===== src/common/mte_pkg.sv =====
/*
 memory transfer engine package: register map, field positions, reset
 values, configuration and bus access carriers, engine states.
 assumes a 32-bit apb slave port and a byte-wide shared data bus.
*/
package mte_pkg;

   localparam int MTE_CH   = 4;
   localparam int MTE_CH_W = 2;

   // global registers
   localparam logic [7:0] MTE_OFF_CTRL  = 8'h00;
   localparam logic [7:0] MTE_OFF_ISTAT = 8'h04;
   localparam logic [7:0] MTE_OFF_IMASK = 8'h08;
   localparam logic [7:0] MTE_OFF_STAT  = 8'h0c;
   // channel c occupies MTE_CH_BASE + c * 0x20
   localparam logic [7:0] MTE_CH_BASE   = 8'h20;
   localparam logic [4:0] MTE_CR_CFG    = 5'h00;
   localparam logic [4:0] MTE_CR_SRC    = 5'h04;
   localparam logic [4:0] MTE_CR_DST    = 5'h08;
   localparam logic [4:0] MTE_CR_LEN    = 5'h0c;
   localparam logic [4:0] MTE_CR_REP    = 5'h10;
   localparam logic [4:0] MTE_CR_LEFT   = 5'h14;

   localparam int MTE_CTRL_EN    = 0;
   localparam int MTE_CTRL_PRIO  = 1;
   localparam int MTE_CFG_W      = 13;
   localparam int MTE_CFG_SWREQ  = 13;
   localparam int MTE_STAT_PEND  = 4;
   localparam int MTE_STAT_BUSY  = 8;
   localparam int MTE_STAT_ACT   = 9;

   // slot 0 highest: channel 0, then 1, 2, 3
   localparam logic [7:0]  MTE_PRIO_RST  = 8'he4;
   localparam logic [7:0]  MTE_IMASK_RST = 8'h00;

   // nonvolatile data window, writes refused
   localparam logic [23:0] MTE_NV_FIRST  = 24'h001000;
   localparam logic [23:0] MTE_NV_LAST   = 24'h001fff;

   // trigger select codes
   localparam logic [3:0] MTE_TRIG_PER0 = 4'h1;
   localparam logic [3:0] MTE_TRIG_PERN = 4'h4;
   localparam logic [3:0] MTE_TRIG_EVT0 = 4'h8;

   localparam logic [1:0] MTE_STEP_INC = 2'b01;
   localparam logic [1:0] MTE_STEP_DEC = 2'b10;

   typedef struct packed {
      logic [3:0] trigSel;
      logic       link;
      logic       reload;
      logic [1:0] dstMode;
      logic [1:0] srcMode;
      logic [1:0] burst;
      logic       en;
   } mte_cfg_t;

   typedef struct packed {
      logic [23:0] addr;
      logic        wr;
      logic [7:0]  wdata;
   } mte_acc_t;

   typedef enum logic [1:0] {
      MTE_ST_IDLE  = 2'b00,
      MTE_ST_READ  = 2'b01,
      MTE_ST_WRITE = 2'b11
   } mte_state_t;

endpackage


===== src/hdl/mte_engine.sv =====
/*
 four-channel memory transfer engine with apb register slave, trigger
 capture, byte mover on the shared data bus and a sticky interrupt.
 assumes an outside bus arbiter that grants the shared bus and a bus
 that acknowledges each access with a one-cycle accAck.
*/
module mte_engine #(
   parameter int PERIPH_W = 4,
   parameter int EVT_W    = 8
) (
   input  wire logic                                       core_clk,
   input  wire logic                                       sys_rst,
   input  wire logic                                       psel,
   input  wire logic                                       penable,
   input  wire logic                                       pwrite,
   input  wire logic [7:0]                                 paddr,
   input  wire logic [31:0]                                pwdata,
   output logic [31:0]                                     prdata,
   output logic                                            pready,
   output logic                                            pslverr,
   input  wire logic [mte_pkg::MTE_CH-1:0][PERIPH_W-1:0]    periphReq,
   input  wire logic [EVT_W-1:0]                           evtCh,
   output logic                                            busReq,
   input  wire logic                                       busGnt,
   output logic                                            accValid,
   output mte_pkg::mte_acc_t                               acc,
   input  wire logic                                       accAck,
   input  wire logic [7:0]                                 accRdata,
   output logic                                            irq
);
   import mte_pkg::*;

   mte_cfg_t                cfg_ff      [MTE_CH];
   logic [23:0]             startSrc_ff [MTE_CH];
   logic [23:0]             startDst_ff [MTE_CH];
   logic [23:0]             curSrc_ff   [MTE_CH];
   logic [23:0]             curDst_ff   [MTE_CH];
   logic [15:0]             blkLen_ff   [MTE_CH];
   logic [16:0]             blkCnt_ff   [MTE_CH];
   logic [7:0]              repCfg_ff   [MTE_CH];
   logic [7:0]              repLeft_ff  [MTE_CH];
   logic [MTE_CH-1:0]       pend_ff;
   logic [MTE_CH-1:0]       trigPrev_ff;
   logic [MTE_CH-1:0]       trigLvl;
   logic [MTE_CH-1:0]       trigHit;
   logic [MTE_CH-1:0]       chEn;
   logic [MTE_CH-1:0]       doneEv;
   logic [MTE_CH-1:0]       errEv;
   logic                    glbEn_ff;
   logic [7:0]              prio_ff;
   logic [7:0]              istat_ff;
   logic [7:0]              imask_ff;
   logic                    irq_ff;
   mte_state_t              state_ff;
   logic [MTE_CH_W-1:0]     act_ff;
   logic [3:0]              burstLeft_ff;
   logic [7:0]              data_ff;
   logic                    busReq_ff;
   logic                    accValid_ff;
   mte_acc_t                acc_ff;
   logic [31:0]             prdata_ff;
   logic                    pready_ff;
   logic                    pslverr_ff;
   logic                    arbValid;
   logic [MTE_CH_W-1:0]     arbIdx;
   logic                    setup;
   logic                    wrEn;
   logic [7:0]              chRel;
   logic                    chOk;
   logic [MTE_CH_W-1:0]     chNum;
   logic [31:0]             rdVal;
   logic                    rdOk;
   logic                    byteDone;
   logic                    lastByte;
   logic                    burstEnd;
   logic                    errAbort;
   logic                    nvWrite;

   assign prdata   = prdata_ff;
   assign pready   = pready_ff;
   assign pslverr  = pslverr_ff;
   assign busReq   = busReq_ff;
   assign accValid = accValid_ff;
   assign acc      = acc_ff;
   assign irq      = irq_ff;

   function automatic logic [23:0] stepAddr(input logic [23:0] a, input logic [1:0] m);
      if (m == MTE_STEP_INC) begin
         return a + 24'h000001;
      end else if (m == MTE_STEP_DEC) begin
         return a - 24'h000001;
      end
      return a;
   endfunction

   // a length of zero stands for a full 64K block
   function automatic logic [16:0] blkFull(input logic [15:0] l);
      return {(l == 16'h0000), l};
   endfunction

   // apb decode; channel windows are 0x20 apart starting at MTE_CH_BASE
   assign setup = psel && !penable;
   assign wrEn  = psel && penable && pwrite && pready_ff;
   assign chRel = paddr - MTE_CH_BASE;
   assign chOk  = (paddr >= MTE_CH_BASE) && !chRel[7];
   assign chNum = chRel[6:5];

   always_comb begin
      rdVal = 32'h0000_0000;
      rdOk  = 1'b1;
      if (paddr[1:0] != 2'b00) begin
         rdOk = 1'b0;
      end else if (chOk) begin
         unique case (chRel[4:0])
            MTE_CR_CFG:  rdVal = {19'h00000, cfg_ff[chNum]};
            MTE_CR_SRC:  rdVal = {8'h00, curSrc_ff[chNum]};
            MTE_CR_DST:  rdVal = {8'h00, curDst_ff[chNum]};
            MTE_CR_LEN:  rdVal = {16'h0000, blkLen_ff[chNum]};
            MTE_CR_REP:  rdVal = {24'h000000, repCfg_ff[chNum]};
            MTE_CR_LEFT: rdVal = {15'h0000, blkCnt_ff[chNum]};
            default:     rdOk  = 1'b0;
         endcase
      end else begin
         unique case (paddr)
            MTE_OFF_CTRL:  rdVal = {23'h000000, prio_ff, glbEn_ff};
            MTE_OFF_ISTAT: rdVal = {24'h000000, istat_ff};
            MTE_OFF_IMASK: rdVal = {24'h000000, imask_ff};
            MTE_OFF_STAT:  rdVal = {21'h000000, act_ff, (state_ff != MTE_ST_IDLE), pend_ff, chEn};
            default:       rdOk  = 1'b0;
         endcase
      end
   end

   // zero-wait slave: data and pready prepared in the setup cycle
   always_ff @(posedge core_clk) begin
      if (sys_rst) begin
         pready_ff  <= 1'b0;
         prdata_ff  <= 32'h0000_0000;
         pslverr_ff <= 1'b0;
      end else begin
         pready_ff  <= setup;
         prdata_ff  <= (setup && rdOk) ? rdVal : 32'h0000_0000;
         pslverr_ff <= setup && !rdOk;
      end
   end

   always_ff @(posedge core_clk) begin
      if (sys_rst) begin
         glbEn_ff <= 1'b0;
         prio_ff  <= MTE_PRIO_RST;
         imask_ff <= MTE_IMASK_RST;
      end else if (wrEn && !chOk) begin
         if (paddr == MTE_OFF_CTRL) begin
            glbEn_ff <= pwdata[MTE_CTRL_EN];
            prio_ff  <= pwdata[MTE_CTRL_PRIO +: 8];
         end
         if (paddr == MTE_OFF_IMASK) begin
            imask_ff <= pwdata[7:0];
         end
      end
   end

   // sticky flags: a new event beats a write-one clear in the same cycle
   always_ff @(posedge core_clk) begin
      if (sys_rst) begin
         istat_ff <= 8'h00;
         irq_ff   <= 1'b0;
      end else begin
         if (wrEn && !chOk && paddr == MTE_OFF_ISTAT) begin
            istat_ff <= (istat_ff & ~pwdata[7:0]) | {errEv, doneEv};
         end else begin
            istat_ff <= istat_ff | {errEv, doneEv};
         end
         irq_ff <= |(istat_ff & imask_ff);
      end
   end

   // engine-side event pulses
   assign byteDone = (state_ff == MTE_ST_WRITE) && accValid_ff && accAck;
   assign lastByte = (blkCnt_ff[act_ff] == 17'h00001) && (repLeft_ff[act_ff] == 8'h00);
   assign burstEnd = byteDone && (lastByte || burstLeft_ff == 4'h1);
   // writes into the nonvolatile window are refused
   // the i/o region carries no restriction
   assign nvWrite  = (curDst_ff[act_ff] >= MTE_NV_FIRST) && (curDst_ff[act_ff] <= MTE_NV_LAST);
   assign errAbort = (state_ff == MTE_ST_READ) && !accValid_ff && busGnt && nvWrite;

   genvar gc;
   generate
      for (gc = 0; gc < MTE_CH; gc++) begin : g_ch
         assign chEn[gc]   = cfg_ff[gc].en;
         assign doneEv[gc] = byteDone && lastByte && (act_ff == MTE_CH_W'(gc));
         assign errEv[gc]  = errAbort && (act_ff == MTE_CH_W'(gc));

         // each channel has its own peripheral lines
         always_comb begin
            trigLvl[gc] = 1'b0;
            if (cfg_ff[gc].trigSel >= MTE_TRIG_PER0 && cfg_ff[gc].trigSel <= MTE_TRIG_PERN) begin
               trigLvl[gc] = periphReq[gc][2'(cfg_ff[gc].trigSel - MTE_TRIG_PER0)];
            end else if (cfg_ff[gc].trigSel >= MTE_TRIG_EVT0) begin
               trigLvl[gc] = evtCh[3'(cfg_ff[gc].trigSel - MTE_TRIG_EVT0)];
            end
         end

         // software request bit is only honoured with the enable in the same write
         assign trigHit[gc] = (wrEn && chOk && chNum == MTE_CH_W'(gc) && chRel[4:0] == MTE_CR_CFG
                               && pwdata[MTE_CFG_SWREQ] && pwdata[MTE_CTRL_EN])
                              || (cfg_ff[gc].en && trigLvl[gc] && !trigPrev_ff[gc]);

         always_ff @(posedge core_clk) begin
            if (sys_rst) begin
               trigPrev_ff[gc] <= 1'b0;
               pend_ff[gc]     <= 1'b0;
            end else begin
               trigPrev_ff[gc] <= trigLvl[gc];
               // a trigger in the clearing cycle stays pending
               pend_ff[gc] <= trigHit[gc]
                              || (pend_ff[gc] && !((burstEnd || errAbort)
                                                   && act_ff == MTE_CH_W'(gc)));
            end
         end
      end
   endgenerate

   mte_prio_arb u_arb (
      .req   (pend_ff & chEn & {MTE_CH{glbEn_ff}}),
      .order (prio_ff),
      .valid (arbValid),
      .idx   (arbIdx)
   );

   // per-channel configuration and progress; software writes land last
   always_ff @(posedge core_clk) begin
      if (sys_rst) begin
         for (int c = 0; c < MTE_CH; c++) begin
            cfg_ff[c]      <= '0;
            startSrc_ff[c] <= 24'h000000;
            startDst_ff[c] <= 24'h000000;
            curSrc_ff[c]   <= 24'h000000;
            curDst_ff[c]   <= 24'h000000;
            blkLen_ff[c]   <= 16'h0000;
            blkCnt_ff[c]   <= 17'h10000;
            repCfg_ff[c]   <= 8'h00;
            repLeft_ff[c]  <= 8'h00;
         end
      end else begin
         for (int c = 0; c < MTE_CH; c++) begin
            if (byteDone && act_ff == MTE_CH_W'(c)) begin
               curSrc_ff[c] <= stepAddr(curSrc_ff[c], cfg_ff[c].srcMode);
               curDst_ff[c] <= stepAddr(curDst_ff[c], cfg_ff[c].dstMode);
               if (blkCnt_ff[c] != 17'h00001) begin
                  blkCnt_ff[c] <= blkCnt_ff[c] - 17'h00001;
               end else if (repLeft_ff[c] != 8'h00) begin
                  blkCnt_ff[c]  <= blkFull(blkLen_ff[c]);
                  repLeft_ff[c] <= repLeft_ff[c] - 8'h01;
               end else begin
                  blkCnt_ff[c]  <= blkFull(blkLen_ff[c]);
                  repLeft_ff[c] <= repCfg_ff[c];
                  cfg_ff[c].en  <= 1'b0;
                  if (cfg_ff[c].reload) begin
                     curSrc_ff[c] <= startSrc_ff[c];
                     curDst_ff[c] <= startDst_ff[c];
                  end
               end
            end
            if (errEv[c]) begin
               cfg_ff[c].en <= 1'b0;
            end
            // partner completion hands the transfer over
            if (doneEv[c ^ 1] && cfg_ff[c ^ 1].link) begin
               cfg_ff[c].en <= 1'b1;
            end
            if (wrEn && chOk && chNum == MTE_CH_W'(c)) begin
               unique case (chRel[4:0])
                  MTE_CR_CFG: cfg_ff[c] <= mte_cfg_t'(pwdata[MTE_CFG_W-1:0]);
                  MTE_CR_SRC: begin
                     startSrc_ff[c] <= pwdata[23:0];
                     curSrc_ff[c]   <= pwdata[23:0];
                  end
                  MTE_CR_DST: begin
                     startDst_ff[c] <= pwdata[23:0];
                     curDst_ff[c]   <= pwdata[23:0];
                  end
                  MTE_CR_LEN: begin
                     blkLen_ff[c] <= pwdata[15:0];
                     blkCnt_ff[c] <= blkFull(pwdata[15:0]);
                  end
                  MTE_CR_REP: begin
                     repCfg_ff[c]  <= pwdata[7:0];
                     repLeft_ff[c] <= pwdata[7:0];
                  end
                  default: ;
               endcase
            end
         end
      end
   end

   // byte mover: read the source, then write the destination, each under grant
   always_ff @(posedge core_clk) begin
      if (sys_rst) begin
         state_ff     <= MTE_ST_IDLE;
         act_ff       <= '0;
         burstLeft_ff <= 4'h0;
         data_ff      <= 8'h00;
         busReq_ff    <= 1'b0;
         accValid_ff  <= 1'b0;
         acc_ff       <= '0;
      end else begin
         unique case (state_ff)
            MTE_ST_IDLE: begin
               if (arbValid) begin
                  act_ff       <= arbIdx;
                  burstLeft_ff <= 4'h1 << cfg_ff[arbIdx].burst;
                  busReq_ff    <= 1'b1;
                  state_ff     <= MTE_ST_READ;
               end
            end
            MTE_ST_READ: begin
               if (!accValid_ff && busGnt) begin
                  if (nvWrite) begin
                     // refused before any bus traffic so nothing half-moves
                     busReq_ff <= 1'b0;
                     state_ff  <= MTE_ST_IDLE;
                  end else begin
                     accValid_ff <= 1'b1;
                     acc_ff      <= '{addr: curSrc_ff[act_ff], wr: 1'b0, wdata: 8'h00};
                  end
               end else if (accValid_ff && accAck) begin
                  accValid_ff <= 1'b0;
                  data_ff     <= accRdata;
                  state_ff    <= MTE_ST_WRITE;
               end
            end
            MTE_ST_WRITE: begin
               if (!accValid_ff && busGnt) begin
                  accValid_ff <= 1'b1;
                  acc_ff      <= '{addr: curDst_ff[act_ff], wr: 1'b1, wdata: data_ff};
               end else if (accValid_ff && accAck) begin
                  accValid_ff <= 1'b0;
                  if (burstEnd) begin
                     busReq_ff <= 1'b0;
                     state_ff  <= MTE_ST_IDLE;
                  end else begin
                     burstLeft_ff <= burstLeft_ff - 4'h1;
                     state_ff     <= MTE_ST_READ;
                  end
               end
            end
            default: begin
               state_ff    <= MTE_ST_IDLE;
               busReq_ff   <= 1'b0;
               accValid_ff <= 1'b0;
            end
         endcase
      end
   end

endmodule


===== src/hdl/mte_prio_arb.sv =====
/*
 fixed-order arbiter: picks the pending channel named in the earliest
 slot of a programmable order list.
 assumes the order list is a permutation of channel numbers.
*/
module mte_prio_arb (
   input  wire logic [mte_pkg::MTE_CH-1:0]                 req,
   input  wire logic [mte_pkg::MTE_CH*mte_pkg::MTE_CH_W-1:0] order,
   output logic                                            valid,
   output logic [mte_pkg::MTE_CH_W-1:0]                    idx
);
   import mte_pkg::*;

   // walk from the highest slot downward so the lowest slot wins last
   always_comb begin
      valid = 1'b0;
      idx   = '0;
      for (int s = MTE_CH - 1; s >= 0; s--) begin
         if (req[order[s*MTE_CH_W +: MTE_CH_W]]) begin
            valid = 1'b1;
            idx   = order[s*MTE_CH_W +: MTE_CH_W];
         end
      end
   end

endmodule


===== config.mk =====
export PLATFORM = sky130hd
export DESIGN_NAME = mte_engine
export DESIGN_NICKNAME = d
export VERILOG_FILES = /design/src/common/mte_pkg.sv /design/src/hdl/mte_engine.sv /design/src/hdl/mte_prio_arb.sv
export SDC_FILE = /design/constraint.sdc
export NUM_CORES = 2
export LEC_CHECK = 0
export BUFFER_PORTS_ARGS = -buffer_cell sky130_fd_sc_hd__buf_4
export CAP_MARGIN = 40
export CORE_ASPECT_RATIO = 1.25
export CORE_UTILIZATION = 55
export CTS_CLUSTER_SIZE = 20
export DETAILED_ROUTE_END_ITERATION = 8
export HOLD_SLACK_MARGIN = 0.05
export PLACE_DENSITY = 0.72
export SLEW_MARGIN = 40
export SYNTH_ARGS = -nofsm -noshare
export SYNTH_HDL_FRONTEND = slang
export SYNTH_SLANG_ARGS = --single-unit

===== constraint.sdc =====
create_clock -name core_clk -period 4.08 [get_ports core_clk]
set_clock_uncertainty 0.1 [all_clocks]
set_input_delay 0.408 -clock core_clk [delete_from_list [all_inputs] [get_ports core_clk]]
set_output_delay 0.408 -clock core_clk [all_outputs]
set_load 0.03 [all_outputs]

* Word level (Yosys, flattened, before mapping)
Memories as Yosys holds them, arrays and structs flattened. A register that Yosys moved wholly into a read port is not among the register bits.
Index checks and enable logic that the tools add are counted.
** Word-level totals
- Register bits :: 119
- RAM bits :: 632
- Input port bits :: 79
- Output and inout bits :: 70
- Logic and storage cells :: 800
- Memories :: 9
** Memory list
- curDst_ff :: depth 4, bits a word 24, rd ports 6, clocked after memory_dff 1, write ports 4, RTL line mte_engine.sv:37 : logic [23:0] curDst_ff [MTE_CH];
- curSrc_ff :: depth 4, bits a word 24, rd ports 6, clocked after memory_dff 1, write ports 4, RTL line mte_engine.sv:36 : logic [23:0] curSrc_ff [MTE_CH];
- startDst_ff :: depth 4, bits a word 24, rd ports 4, clocked after memory_dff 0, write ports 4, RTL line mte_engine.sv:35 : logic [23:0] startDst_ff [MTE_CH];
- startSrc_ff :: depth 4, bits a word 24, rd ports 4, clocked after memory_dff 0, write ports 4, RTL line mte_engine.sv:34 : logic [23:0] startSrc_ff [MTE_CH];
- blkCnt_ff :: depth 4, bits a word 17, rd ports 6, clocked after memory_dff 1, write ports 4, RTL line mte_engine.sv:39 : logic [16:0] blkCnt_ff [MTE_CH];
- blkLen_ff :: depth 4, bits a word 16, rd ports 5, clocked after memory_dff 0, write ports 4, RTL line mte_engine.sv:38 : logic [15:0] blkLen_ff [MTE_CH];
- 3 more memories
** Cells by class
- $add $sub $neg :: 34
- $lt $le $gt $ge :: 27
- Equal/unequal tests :: 50
- Shift-type cells :: 1
- Mux-type cells :: 428
- Bitwise gates (word level) :: 98
- Reductions and logical operators :: 128
** Operators with widths (count)
- 24-bit 2-to-1 mux :: 72
- 17-bit 2-to-1 mux :: 16
- 1-bit 2-to-1 mux :: 270
- 24-bit by 1-bit adder with 24-bit output, second input constant :: 8
- 24-bit by 1-bit subtractor with 24-bit output, second input constant :: 8
- 24-bit one-hot mux with 6 select lines :: 1
- 8-bit 2-to-1 mux :: 17
- 33-bit 2-to-1 mux :: 3
- 1-bit bitwise OR :: 88
- 16-bit logical NOT :: 5
- 1-bit logical AND :: 73
- 17-bit by 1-bit != test with 1-bit output, second input constant :: 4
- 17-bit by 1-bit subtractor with 17-bit output, second input constant :: 4
- 33-bit one-hot mux with 2 select lines :: 1
- 16-bit 2-to-1 mux :: 4
- 12-bit 2-to-1 mux :: 4
- 11-bit one-hot mux with 4 select lines :: 1
- 2-bit 2-to-1 mux :: 18
- 32-bit 2-to-1 mux :: 1
- 8-bit nonzero test :: 4
- 8-bit by 1-bit subtractor with 8-bit output, second input constant :: 4
- 2-bit equality test, second input constant :: 13
- 24-bit by 13-bit >= comparator with 1-bit output, second input constant :: 1
- 24-bit by 13-bit <= comparator with 1-bit output, second input constant :: 1
- other kinds (49) :: 145

* Longest topological paths before layout
An unclocked memory read counts as a cell.
- Depth after elaboration :: 13
- Gate-level depth with buffers :: 15
- Gate-level depth less buffers :: 14

* Cells and area by module
A second synthesis with hierarchy kept.
** Unflattened totals
- Cell total of the unflattened synthesis :: 4475
- Area total of the unflattened synthesis :: 47072.6 um2
** Modules (own cells, without submodules)
- mte_engine :: times used 1, cells an instance 4436, area an instance 46784.9 um2, sequential area each 21240.4 um2
- mte_prio_arb :: times used 1, cells an instance 39, area an instance 287.8 um2, sequential area each 0.0 um2

* Worst setup path after synthesis
Ideal clock, no wire load.
- Path kind :: register to register
- Start point :: memory blkCnt_ff[2][5]
- End point :: memory curDst_ff[2][0] (enable)
- Library setup time :: 0.414 ns
- Data arrival time :: 3.501 ns
- Required time :: 3.566 ns
- Path slack :: 0.065 ns
- Stages on the path, launching flop included :: 9
- Path buffers :: 1
- Period minus slack after synthesis :: 4.015 ns
- Cell sequence :: edfxtp_1 > or3_1 > nor4_4 > nand4_1 > nor2_1 > buf_2 > nand3_1 > and3_1 > o22ai_1
** RTL lines (RTL line)
- start, declared :: mte_engine.sv:39
- end, declared :: mte_engine.sv:37

==> impl_metrics.ini <==
[pwr]
power_density_nw_per_um2 = 350
p_leak_nw = 21.2
p_total_mw = 18.8
peakVddDrop_v = 0.000385

[synthesis]
synth_compound_area_frac = 0.172
yosys.area_share.simple = 0.162
synthTopCellsByCount = edfxtp_1 (632), nand2_1 (403), and2_1 (344)
syn_avg_cell_area_um2 = 10.4
seq_area_frac_synth = 0.448
yosys.cell_count.top_type = edfxtp_1
synth_edf_count = 632
synth_top_family_by_area = compound AO/OA/AOI/OAI gates
syn_area_um2 = 47400
synth-adder-area-share = 0.0612
ys_async_sr_fraction = 0
synthFlopType = edfxtp_1
synthMuxAreaShare = 0.0844
synth_top_area_share = 0.401
synthCells = 4545
synth.area.top_cells = edfxtp_1 (40%), mux4_2 (7.5%), ha_1 (5.8%), dfxtp_1 (4.8%), and2_1 (4.5%)
yosys_register_bits = 745
synth_cell_type_count = 90
yosys_warnings = 0
yosysTopAreaCell = edfxtp_1
synthXorXnorAreaFrac = 0.0414

[job]
maxCapViolations = 0

[placement]
port_buffers = 132
dpl_cell_area_um2 = 50500
dpl.hpwl_um = 123000
place_ws_ns = -0.000649
placedCellCount = 5714
gp_congestion = 1.06

[clock_network]
cts_tree = done
clkLatencyLatePin_ns = 0.68
cts_buffer_depth = 3
cts.sinks = 745
clk_pin_slew_worst_paths_ns = 0.06
numCtsBuffers = 81
root_buffer = clkbuf_16
cts.htree.levels = 3

[routing]
wl_per_cell_um = 29.2
vias = 39500
dr_wl_met2_um = 78800
totalWireLength_um = 172000
wl_met1_um = 60300
drtIter0Drc = 5025
firstDrtPassIters = 8
highest_layer = met5
dr_wl_met3_um = 19400
detail_route.vias_per_cell = 6.71
ant_nets = 0
drc = 0

[global_route]
grt_pass1_wl_um = 248000
antenna_found_initial = 14
grt_pass1_vias = 37500
grt_overflow = 0
grt_max_degree = 158
grt.total_usage = 0.390

[die]
fp.dieArea_um2 = 87300
io-pin-count = 149
initial_core_util = 0.555
design.core.area_um2 = 85400
row_count = 120
die_x_um = 265
die_h_um = 330

[sta]
fin_tns_setup_ns = 0
drv_slew = 0
hold_violations = 0
fmax_ghz = 0.251
min_period_ns = 3.98
timing.hold.ws_ns = 0.0793
setup_viol = 0
tightest_slew_ns = 0.862
rsz0062_at_grt = yes
fin_crit_sh = 0.976
fin_ws_ns = 0.0998
relSlewSlack = 0.425

[cells_and_area]
fin_nets = 5030
drive_above_1_share = 0.150
fin_util = 0.628
final_area_um2 = 53700
stdcell_count = 5894
areaGrowthSynthToFinish_pct = 13.3
num-fill-cells = 7000

[setup_path]
end_kind = flip-flop
worstPathArrival_ns = 4.25
path_class = flip-flop to flip-flop
critPathMaxFanout = 24
required_ns = 4.35
cp-start-kind = flip-flop

[worst_hold_path]
min_path_type = input port to flip-flop

[status]
status = completed
## where the power goes
part	leakage (nW)	switching [mW]	internal, mW
sequential	7.61	0.231	8.42
clock	1.37	3.34	4.56
combinational	12.2	1.37	0.861
total	21.2	4.94	13.8
## cells in the final DEF, fill, tap and decap left out, drive strengths merged, types with 104 or more instances in the layout
cell	count
and2	346
xnor2	120
dfxtp	113
mux4	158
nor3	109
xor2	104
a21o	184
a21oi	322
edfxtp	632
o21ai	287
clkbuf	108
buf	331
o21bai	138
ha	219
nor2	296
nand2	403
## worst paths after layout
check | startpoint | to | slack, ns | cells after the start
hold / removal | psel | pslverr$_SDFF_PP0_ | 0.08 | 3
setup / recovery | blkCnt_ff[3][12]$_DFFE_PP_ | curDst_ff[3][7]$_DFFE_PP_ | 0.1 | 10
setup reg to reg | blkCnt_ff[3][12]$_DFFE_PP_ | curDst_ff[3][7]$_DFFE_PP_ | 0.1 | 10
hold reg to reg | data_ff[2]$_SDFFE_PP0P_ | data_ff[2]$_SDFFE_PP0P_ | 0.36 | 2
## routing by layer
layer	global-route usage	vias up
li1	-	17500
met1	0.468	19100
met2	0.620	2412
met3	0.0917	578
met4	0.281	6
met5	0	-
## kinds of logic (layout without fill, tap and decap cells)
family                   after synthesis  after routing
AND/OR/NAND/NOR                     1522           1522
AO/OA/AOI/OAI                       1274           1274
flip-flops                           745            745
buffers and inverters                350            589
adder cells (fa/ha/maj)              227            227
XOR/XNOR                             224            224
multiplexers                         202            202
other                                  1             13
## state kept, by name, indices dropped and copies added (netlist names), 32 cells and up, named ones only
signal / count
curDst_ff: 96
curSrc_ff: 96
startDst_ff: 96
startSrc_ff: 96
blkCnt_ff: 68
blkLen_ff: 64
cfg_ff: 52
acc: 33
repCfg_ff: 32
repLeft_ff: 32
## area by class of cell
| type | instances | area, µm² | share of cell area |
|---|---|---|---|
| clock buffers | 108 | 2380 | 0.0443 |
| flip-flops and latches | 745 | 21200 | 0.396 |
| multi-input cells | 3457 | 25000 | 0.466 |
| well taps | 1098 | 1370 | 0.0256 |
| clock inverters | 42 | 422 | 0.00786 |
| repair buffers | 347 | 2900 | 0.0540 |
| diodes | 5 | 12.5 | 0.000233 |
| inverters | 92 | 357 | 0.00664 |
## worst max-delay path: stages, from the launching register on
cell and delay, ns:
edfxtp_1 0.51, or4_1 0.59, nor3_1 0.46, nand3_1 0.39, nor3_1 0.45, buf_4 0.22, and2_2 0.26, nor2_1 0.14
a21o_1 0.22, nand2_1 0.10, buf_12 0.21
## timing repair
| item | 4_1_cts | 5_1_grt |
|---|---|---|
| hold buffers | 16 | 0 |
| setup endpoints to repair | 1 | 24 |
| endpoints found under the hold margin | 13 | 0 |
| resized for setup | 1 | 25 |
| pin swaps | 0 | 2 |
| setup buffers | 0 | 8 |
Note: power is estimated with default switching activity, not from simulation.
